### src/common/hsi_map.svh
`ifndef HSI_MAP_SVH
`define HSI_MAP_SVH

// ----------------------------------------------------------------
// Bus address
// ----------------------------------------------------------------
`define HSI_ADDR_HI 6'h2b
`define HSI_ADDR_W 7

// ----------------------------------------------------------------
// Timing
// ----------------------------------------------------------------
`define HSI_CLK_MHZ 25
`define HSI_SDA_DLY_NS 120
`define HSI_SDA_DLY_CYC ((`HSI_SDA_DLY_NS * `HSI_CLK_MHZ) / 1000)

// ----------------------------------------------------------------
// Reset values and location map
// ----------------------------------------------------------------
`define HSI_PTR_RST 8'h00
`define HSI_LOC_VALID 256'h0000_0000_0000_0000_0000_0000_0000_0000_0000_0000_0000_0000_0000_0000_0000_081f
`define HSI_FIFO_DEPTH 8
`define HSI_FIFO_WIDTH 16

`endif

### src/common/hsi_pkg.sv
`include "hsi_map.svh"

package hsi_pkg;

  // ----------------------------------------------------------------
  // Protocol states
  // ----------------------------------------------------------------
  typedef enum logic [7:0] {
    ST_IDLE = 8'h01,
    ST_ADDR = 8'h02,
    ST_ACK = 8'h04,
    ST_WDATA = 8'h08,
    ST_RDATA = 8'h10,
    ST_RACK = 8'h20,
    ST_SKIP = 8'h40
  } hsi_state_e;

  // ----------------------------------------------------------------
  // State of the target apart from the reset synchroniser and the written-byte buffer
  // ----------------------------------------------------------------
  typedef struct packed {
    hsi_state_e st;
    logic scl_m;
    logic scl_s;
    logic sda_m;
    logic sda_s;
    logic [`HSI_SDA_DLY_CYC-1:0] sda_dly;
    logic adr_m;
    logic adr_s;
    logic scl_p;
    logic sda_p;
    logic [7:0] sh;
    logic [7:0] tx;
    logic [3:0] cnt;
    logic [7:0] ptr;
    logic ack;
    logic rw;
    logic first;
    logic drv;
    logic busy;
  } hsi_state_s;

endpackage : hsi_pkg

### src/design/hsi_fifo.sv
`timescale 1ns/1ps

module hsi_fifo #(
  parameter int WIDTH = 16,
  parameter int DEPTH = 8
) (
  input wire logic clk_i, // Clock
  input wire logic rst_n_i, // Synchronised reset, active low
  input wire logic ce_i, // Clock enable
  input wire logic in_valid_i, // Write request
  output logic in_ready_o, // Room for a word
  input wire logic [WIDTH-1:0] in_data_i, // Word to store
  output logic out_valid_o, // Word available
  input wire logic out_ready_i, // Sink takes word
  output logic [WIDTH-1:0] out_data_o // Oldest word
);

  localparam int AW = (DEPTH > 1) ? $clog2(DEPTH) : 1;

  typedef struct packed {
    logic [DEPTH-1:0][WIDTH-1:0] mem;
    logic [AW-1:0] wp;
    logic [AW-1:0] rp;
    logic [AW:0] cnt;
  } hsi_fifo_s;

  hsi_fifo_s q_r;
  hsi_fifo_s q_nxt;
  logic push;
  logic pop;

  assign in_ready_o = (q_r.cnt != (AW+1)'(DEPTH));
  assign out_valid_o = (q_r.cnt != '0);
  assign out_data_o = q_r.mem[q_r.rp];
  assign push = in_valid_i & in_ready_o;
  assign pop = out_valid_o & out_ready_i;

  always_comb begin
    q_nxt = q_r;
    if (push) begin
      q_nxt.mem[q_r.wp] = in_data_i;
      q_nxt.wp = (q_r.wp == AW'(DEPTH - 1)) ? '0 : q_r.wp + 1'b1;
    end
    if (pop) begin
      q_nxt.rp = (q_r.rp == AW'(DEPTH - 1)) ? '0 : q_r.rp + 1'b1;
    end
    if (push && !pop) begin
      q_nxt.cnt = q_r.cnt + 1'b1;
    end else if (pop && !push) begin
      q_nxt.cnt = q_r.cnt - 1'b1;
    end
  end

  always_ff @(posedge clk_i or negedge rst_n_i) begin
    if (!rst_n_i) begin
      q_r <= '0;
    end else if (ce_i) begin
      q_r <= q_nxt;
    end
  end

endmodule : hsi_fifo

### src/design/hsi_target.sv
`timescale 1ns/1ps
`include "hsi_map.svh"

module hsi_target #(
  parameter logic [255:0] LOC_VALID = `HSI_LOC_VALID,
  parameter int FIFO_DEPTH = `HSI_FIFO_DEPTH
) (
  input wire logic clk_i, // 25 MHz clock
  input wire logic rst_n_i, // Asynchronous reset, active low
  input wire logic ce_i, // Clock enable, freezes state when low
  input wire logic scl_i, // Bus clock pin level
  input wire logic sda_i, // Bus data pin level
  output logic sda_o, // Data pin drive value, always low
  output logic sda_oe_n_o, // Data pin enable, low while pulling
  input wire logic adr_sel_i, // Address strap pin
  output logic [7:0] rd_ptr_o, // Location being read
  input wire logic [7:0] rd_data_i, // Contents of rd_ptr_o
  output logic wr_valid_o, // Written byte available
  input wire logic wr_ready_i, // Sink takes written byte
  output logic [7:0] wr_ptr_o, // Location of written byte
  output logic [7:0] wr_data_o, // Written byte
  output logic busy_o // Addressed transfer in progress
);

  // ----------------------------------------------------------------
  // Reset release
  // ----------------------------------------------------------------
  logic [1:0] rst_sync_r;
  logic rst_n;

  always_ff @(posedge clk_i or negedge rst_n_i) begin
    if (!rst_n_i) begin
      rst_sync_r <= 2'h0;
    end else begin
      rst_sync_r <= {rst_sync_r[0], 1'b1};
    end
  end

  assign rst_n = rst_sync_r[1];

  // ----------------------------------------------------------------
  // Location map
  // ----------------------------------------------------------------
  function automatic logic loc_ok(input logic [7:0] loc);
    loc_ok = LOC_VALID[loc];
  endfunction : loc_ok

  // ----------------------------------------------------------------
  // State and bus events
  // ----------------------------------------------------------------
  hsi_pkg::hsi_state_s q_r;
  hsi_pkg::hsi_state_s q_nxt;
  logic sda_v;
  logic scl_rise;
  logic scl_fall;
  logic start_det;
  logic stop_det;
  logic [7:0] byte_in;
  logic [7:0] rd_byte;
  logic fifo_push;
  logic fifo_ready;
  logic [15:0] fifo_dout;

  // ----------------------------------------------------------------
  // Bus conditions
  // ----------------------------------------------------------------
  // Three extra samples on SDA hold it across a slow falling SCL
  assign sda_v = q_r.sda_dly[`HSI_SDA_DLY_CYC-1];
  // SCL high and low must each last three clocks; 1 MHz leaves ample room
  assign scl_rise = q_r.scl_s & ~q_r.scl_p;
  assign scl_fall = ~q_r.scl_s & q_r.scl_p;
  // SCL must be high on both samples so a late SDA edge never looks like START
  assign start_det = q_r.scl_s & q_r.scl_p & q_r.sda_p & ~sda_v;
  assign stop_det = q_r.scl_s & q_r.scl_p & ~q_r.sda_p & sda_v;
  assign byte_in = {q_r.sh[6:0], sda_v};
  assign rd_byte = loc_ok(q_r.ptr) ? rd_data_i : 8'h00;

  // ----------------------------------------------------------------
  // Write acceptance
  // ----------------------------------------------------------------
  logic bus_cond;
  logic wr_last_bit;
  logic wr_data_byte;
  logic wr_accept;

  // A START or STOP outranks any bit event seen in the same cycle
  assign bus_cond = start_det | stop_det;
  // Byte completes on the eighth rising edge of a write
  assign wr_last_bit = (q_r.st == hsi_pkg::ST_WDATA) && scl_rise && (q_r.cnt == 4'h7);
  // The pointer byte itself never reaches the buffer
  assign wr_data_byte = wr_last_bit && !q_r.first;
  // Invalid place or a full buffer both make a byte that cannot be taken
  assign wr_accept = loc_ok(q_r.ptr) && fifo_ready;
  assign fifo_push = wr_data_byte && wr_accept && !bus_cond;

  // ----------------------------------------------------------------
  // Protocol engine
  // ----------------------------------------------------------------
  always_comb begin
    q_nxt = q_r;
    q_nxt.scl_m = scl_i;
    q_nxt.scl_s = q_r.scl_m;
    q_nxt.sda_m = sda_i;
    q_nxt.sda_s = q_r.sda_m;
    q_nxt.sda_dly = {q_r.sda_dly[`HSI_SDA_DLY_CYC-2:0], q_r.sda_s};
    q_nxt.adr_m = adr_sel_i;
    q_nxt.adr_s = q_r.adr_m;
    q_nxt.scl_p = q_r.scl_s;
    q_nxt.sda_p = sda_v;

    if (start_det) begin
      q_nxt.st = hsi_pkg::ST_ADDR;
      q_nxt.cnt = 4'h0;
      q_nxt.drv = 1'b0;
      q_nxt.busy = 1'b0;
    end else if (stop_det) begin
      q_nxt.st = hsi_pkg::ST_IDLE;
      q_nxt.cnt = 4'h0;
      q_nxt.drv = 1'b0;
      q_nxt.busy = 1'b0;
    end else begin
      unique case (q_r.st)
        hsi_pkg::ST_IDLE: begin
          q_nxt.drv = 1'b0;
        end
        hsi_pkg::ST_ADDR: begin
          if (scl_rise) begin
            q_nxt.sh = byte_in;
            q_nxt.cnt = q_r.cnt + 4'h1;
            if (q_r.cnt == 4'h7) begin
              // General call and 10-bit prefixes never equal this pattern
              q_nxt.ack = (byte_in[7:1] == {`HSI_ADDR_HI, q_r.adr_s});
              q_nxt.rw = byte_in[0];
            end
          end else if (scl_fall && q_r.cnt == 4'h8) begin
            q_nxt.cnt = 4'h0;
            if (q_r.ack) begin
              q_nxt.st = hsi_pkg::ST_ACK;
              q_nxt.drv = 1'b1;
              q_nxt.busy = 1'b1;
              // A write loads the pointer first; a read starts where it stands
              q_nxt.first = ~q_r.rw;
            end else begin
              q_nxt.st = hsi_pkg::ST_SKIP;
            end
          end
        end
        hsi_pkg::ST_ACK: begin
          if (scl_fall) begin
            if (q_r.rw) begin
              // rd_data_i is taken here, so it must follow rd_ptr_o within the cycle
              q_nxt.st = hsi_pkg::ST_RDATA;
              q_nxt.drv = ~rd_byte[7];
              q_nxt.tx = {rd_byte[6:0], 1'b0};
              q_nxt.cnt = 4'h1;
            end else begin
              q_nxt.st = hsi_pkg::ST_WDATA;
              q_nxt.drv = 1'b0;
              q_nxt.cnt = 4'h0;
            end
          end
        end
        hsi_pkg::ST_WDATA: begin
          if (scl_rise) begin
            q_nxt.sh = byte_in;
            q_nxt.cnt = q_r.cnt + 4'h1;
            if (q_r.cnt == 4'h7) begin
              if (q_r.first) begin
                q_nxt.ptr = byte_in;
                q_nxt.ack = loc_ok(byte_in);
                q_nxt.first = 1'b0;
              end else begin
                q_nxt.ack = fifo_push;
                q_nxt.ptr = q_r.ptr + 8'h01;
              end
            end
          end else if (scl_fall && q_r.cnt == 4'h8) begin
            q_nxt.st = hsi_pkg::ST_ACK;
            q_nxt.drv = q_r.ack;
            q_nxt.cnt = 4'h0;
          end
        end
        hsi_pkg::ST_RDATA: begin
          if (scl_fall) begin
            if (q_r.cnt == 4'h8) begin
              q_nxt.st = hsi_pkg::ST_RACK;
              q_nxt.drv = 1'b0;
              q_nxt.ptr = q_r.ptr + 8'h01;
              q_nxt.ack = 1'b0;
            end else begin
              q_nxt.drv = ~q_r.tx[7];
              q_nxt.tx = {q_r.tx[6:0], 1'b0};
              q_nxt.cnt = q_r.cnt + 4'h1;
            end
          end
        end
        hsi_pkg::ST_RACK: begin
          if (scl_rise) begin
            // Controller ACK keeps the read going; NACK frees the line for STOP
            q_nxt.ack = ~sda_v;
          end else if (scl_fall) begin
            if (q_r.ack) begin
              q_nxt.st = hsi_pkg::ST_RDATA;
              q_nxt.drv = ~rd_byte[7];
              q_nxt.tx = {rd_byte[6:0], 1'b0};
              q_nxt.cnt = 4'h1;
            end else begin
              q_nxt.st = hsi_pkg::ST_SKIP;
              q_nxt.drv = 1'b0;
              q_nxt.busy = 1'b0;
            end
          end
        end
        hsi_pkg::ST_SKIP: begin
          q_nxt.drv = 1'b0;
        end
        default: begin
          q_nxt.st = hsi_pkg::ST_IDLE;
          q_nxt.drv = 1'b0;
          q_nxt.busy = 1'b0;
        end
      endcase
    end
  end

  // ----------------------------------------------------------------
  // State register
  // ----------------------------------------------------------------
  always_ff @(posedge clk_i or negedge rst_n) begin
    if (!rst_n) begin
      q_r <= '0;
      // Pipelines start at the idle bus level so reset makes no false edge
      q_r.st <= hsi_pkg::ST_IDLE;
      q_r.scl_m <= 1'b1;
      q_r.scl_s <= 1'b1;
      q_r.sda_m <= 1'b1;
      q_r.sda_s <= 1'b1;
      q_r.sda_dly <= '1;
      q_r.scl_p <= 1'b1;
      q_r.sda_p <= 1'b1;
      q_r.ptr <= `HSI_PTR_RST;
    end else if (ce_i) begin
      q_r <= q_nxt;
    end
  end

  // ----------------------------------------------------------------
  // Written-byte buffer
  // ----------------------------------------------------------------
  hsi_fifo #(
    .WIDTH(`HSI_FIFO_WIDTH),
    .DEPTH(FIFO_DEPTH)
  ) u_fifo (
    .clk_i(clk_i),
    .rst_n_i(rst_n),
    .ce_i(ce_i),
    .in_valid_i(fifo_push),
    .in_ready_o(fifo_ready),
    .in_data_i({q_r.ptr, byte_in}),
    .out_valid_o(wr_valid_o),
    .out_ready_i(wr_ready_i),
    .out_data_o(fifo_dout)
  );

  // ----------------------------------------------------------------
  // Outputs
  // ----------------------------------------------------------------
  // Pull-down only; SCL has no driver at all
  assign sda_o = 1'b0;
  assign sda_oe_n_o = ~q_r.drv;
  // Pointer output comes straight from a flip-flop; buffer outputs pass through the FIFO read mux
  assign rd_ptr_o = q_r.ptr;
  assign wr_ptr_o = fifo_dout[15:8];
  assign wr_data_o = fifo_dout[7:0];
  assign busy_o = q_r.busy;

endmodule : hsi_target

### config.mk
export PLATFORM = sky130hd
export DESIGN_NAME = hsi_target
export DESIGN_NICKNAME = d
export VERILOG_FILES = /design/src/common/hsi_pkg.sv /design/src/design/hsi_fifo.sv /design/src/design/hsi_target.sv
export VERILOG_INCLUDE_DIRS = /design/src /design/src/common
export SDC_FILE = /design/constraint.sdc
export NUM_CORES = 1
export LEC_CHECK = 0
export ABC_AREA = 1
export BUFFER_PORTS_ARGS = -buffer_cell sky130_fd_sc_hd__buf_2
export CAP_MARGIN = 10
export CELL_PAD_IN_SITES_DETAIL_PLACEMENT = 0
export CELL_PAD_IN_SITES_GLOBAL_PLACEMENT = 2
export CORE_AREA = 2 2 174 176
export DETAILED_ROUTE_END_ITERATION = 16
export DIE_AREA = 0 0 176 178
export PLACE_DENSITY = 0.9
export SYNTH_ARGS = -nofsm -noshare
export SYNTH_HDL_FRONTEND = slang
export SYNTH_HIERARCHICAL = 1
export SYNTH_SLANG_ARGS = --single-unit
### constraint.sdc
create_clock -name clk_i -period 6.8 [get_ports clk_i]
set_clock_uncertainty 0.1 [all_clocks]
set_input_delay 1.36 -clock clk_i [delete_from_list [all_inputs] [get_ports clk_i]]
set_output_delay 1.36 -clock clk_i [all_outputs]
set_load 0.005 [all_outputs]
==> summary.md <==
| Metric | Value |
|---|---|
| Outcome | `finished, final reports clean` |
| Die Y | `roughly 180 um` |
| Drt total wl | `32100 um` |
| DRC | `0` |
| Post-Route M1 WL | `between 15000 and 20000 um` |
| Worst Setup Start Kind | `flip-flop` |
| Setup bufs post-CTS | `0` |
| Pre-antenna DRT Iters | `5` |
| Top_reg_cell synth | `dfrtp_1` |
| Tmin final | `between 4 and 5 ns` |
| Post-Syn Area | `between 0.01 and 0.015 sq mm` |
| Diode count | `0` |
| CP top delay family | `buffers and inverters` |
| Max-slew violation count | `0` |
| Die Area | `around 0.031 sq mm` |
| 1st-iter DRT viols | `~900` |
| Core ar. | `roughly 0.03 sq mm` |
| EDFF count, synth | `0` |
| Clk buf depth | `2` |
| Remaining Overflow, GRT | `0` |
| Placer congestion estimate | `approximately 0.86` |
| Mapped Nets | `between 1000 and 1500` |
| Slew @ Worst Pin | `~1.1 ns` |
| Highest routed metal layer | `met4` |
| CP required | `roughly 5.3 ns` |
| Setup violators final | `0` |
| Worst-path clk slew | `around 0.090 ns` |
| Initial Util | `a little under two fifths` |
| Worst path slowest cell | `inv_2` |
| Slew margin rel. | `around 27%` |
| CP peak stage delay | `approximately 0.66 ns` |
| Sequential fraction of the synthesis area | `43.9%` |
| Power density over the cells | `around 220 mW/mm^2` |
| Site row count | `63` |
| Crit path DAT | `2.94 ns` |
| CTS Buf Count | `17` |
| Top post-synthesis cells by area | `dfrtp_1 41%, nand2_1 18%, nand4_1 7.8%` |
| DP Wirelength | `19300 um` |
| GRT Total Usage | `a little over a fifth` |
| Fin util | `39.3%` |
| # clock sinks | `approximately 190` |
| Synth top area share | `41.5%` |
| Register bit total from synthesis | `~190` |
| Yosys warning count | `6` |
| Nets | `1446` |
| Met2 WL | `around 15000 um` |
| H-tree depth | `4` |
| Buf/Inv on CP | `3` |
| CTS tree | `done` |
| CP endpoint kind | `output pin` |
| First-pass GRT wire length | `51800 um` |
| I/O pin cnt | `43` |
| Largest net degree at the start of global routing | `a little over 80` |
| Wire per inst | `between 15 and 20 um` |
| Post-route setup TNS | `0 ns` |
| Setup repair after global routing missed its margin | `no` |
| Hold Vio Cnt, Final | `0` |
| Peak supply drop | `between 100 and 150 uV` |
| WHS | `between 0.2 and 0.3 ns` |
| Max Cap Viol | `0` |
| Vias in the first global route | `~9200` |
| DR WL met3 | `approximately 1600 um` |
| Hold buffers post-CTS | `0` |
| Synth area leader | `dfrtp_1` |
| Vias after detailed routing | `roughly 9600` |
| Worst skew pair latency | `0.45 ns` |
| Most frequent cell after synthesis | `nand2_1` |
| Top cell by count, worst path | `nand2_1` |
| Max Clk Rate | `about 230 MHz` |
| Crit Path Category | `flip-flop to output pin` |
| Post-route ant nets | `0` |
| Max FO, Critical Path | `between 60 and 70` |
| Post-CTS sizing | `0` |
| Most instantiated cells after synthesis | `520 x nand2_1, 190 x nor2_1, 179 x dfrtp_1, 135 x nand4_1, 98 x o21ai_0` |
| CTS root buf | `clkbuf_16` |
| Mapped Cells | `1450` |
| Synth Area per Inst | `roughly 7.4 sq um` |
| Layout area overhead | `7.12%` |
| DP Cell Count | `about 1800` |
| Non-Filler Instances | `1821` |
| Lkg Pwr | `approximately 0.006 uW` |
| Post-synth cell types | `40` |
| IO Port Bufs | `between 40 and 50` |
| HP Class | `flip-flop to flip-flop` |
| DR vias/cell | `5.25` |
| Share of cells above drive strength 1 | `a little over a tenth` |
| Synth async-reset ratio | `100%` |
| Crit share post-route | `around two thirds` |
| Crit-path cells | `buf_4 -> inv_2 -> o21ai_0 -> nand2_1 -> nand2_1 -> nand2_1 -> buf_2` |
| Initial antenna violation count | `0` |
| Horiz. Die Dim | `176 um` |
final timing paths:
check | from | to | slack (ns) | cells after the start
worst max-delay path | u_fifo/q_r[4] | wr_ptr_o[2] | 2.40 | 7
worst min-delay path | rst_sync_r[0] | rst_sync_r[1] | 0.26 | 0
worst max register to register | rd_ptr_o[0] | u_fifo/q_r[37] | 2.50 | 14
worst min register to register | rst_sync_r[0] | rst_sync_r[1] | 0.26 | 0
max in group asynchronous | rst_sync_r[1] | u_fifo/q_r[17] | 4.84 | 1
min in group asynchronous | rst_sync_r[1] | rd_ptr_o[2] | 0.34 | 0
cells in the final DEF, fill, tap and decap left out, drive strengths merged, types with 12 or more instances in the layout:
cell / synthesis / routed
a21oi: 15 / 15
buf: 78 / 51
clkbuf: 24 / 18
dfrtp: 179 / 179
ha: 12 / 12
inv: 72 / 81
nand2: 532 / 532
nand3: 36 / 36
nand4: 145 / 145
nor2: 206 / 206
o21ai: 115 / 115
stage by stage:
stage,total power [uW],instance area (sq um),worst slack [ns]
after CTS,2550,11600,2.40
after floorplan,1440,10800,1.06
after global placement,1520,11000,2.51
after global routing,2650,11600,2.15
final,2540,11600,2.40
after detailed placement,1520,11000,2.56
cell type report:
class	count	area, sq um
timing repair buffer	51	283
tap	390	488
multi-input combinational	1086	5170
fill	3100	17800
inverter	73	274
sequential	189	4750
clock buffer	18	429
clock inverter	14	168
logic make-up (layout without fill, tap and decap cells):
group | Yosys count | in the layout | share of synthesized area, %
xor gates and xnor gates | 9 | 9 | 0.730
muxes | 1 | 1 | 0.0927
adders and majority gates | 13 | 13 | 1.58
buffers and inverters | 175 | 156 | 8.21
AOI/OAI and AO/OA | 131 | 131 | 6.47
DFF | 189 | 189 | 43.9
other | 2 | 2 | 0.0696
and+or+nand+nor | 930 | 930 | 38.9
sequential cells by signal (all words and copies together), names as in the netlist:
name / flops
q_nxt: 7
byte_in: 8
q_r: 25
rd_ptr_o: 8
rst_sync_r: 2
busy_o: 1
u_fifo/q_r: 138
where the power goes:
group	switching, uW	internal [uW]
Clock	514	529
Combinational	183	73.0
Sequential	69.7	1170
worst register-to-register path, stage by stage, from the launching register on:
cell and delay (ns):
dfrtp_1 0.66, ha_1 0.25, ha_1 0.14, inv_1 0.04
nand2_1 0.04, nand3_1 0.07, nor2_1 0.33, nand3_1 0.17
inv_1 0.55, inv_2 0.09, a21oi_4 0.14, buf_4 0.56
buf_4 0.74, nand4_1 0.22, nand2_1 0.11
per-layer routing:
metal	vias to the layer above	global-route usage, %
li1	4652	-
met2	251	34.9
met3	30	2.88
met5	-	0
met4	0	5.30
met1	4633	29.4
(Power assumes the default switching activity.)
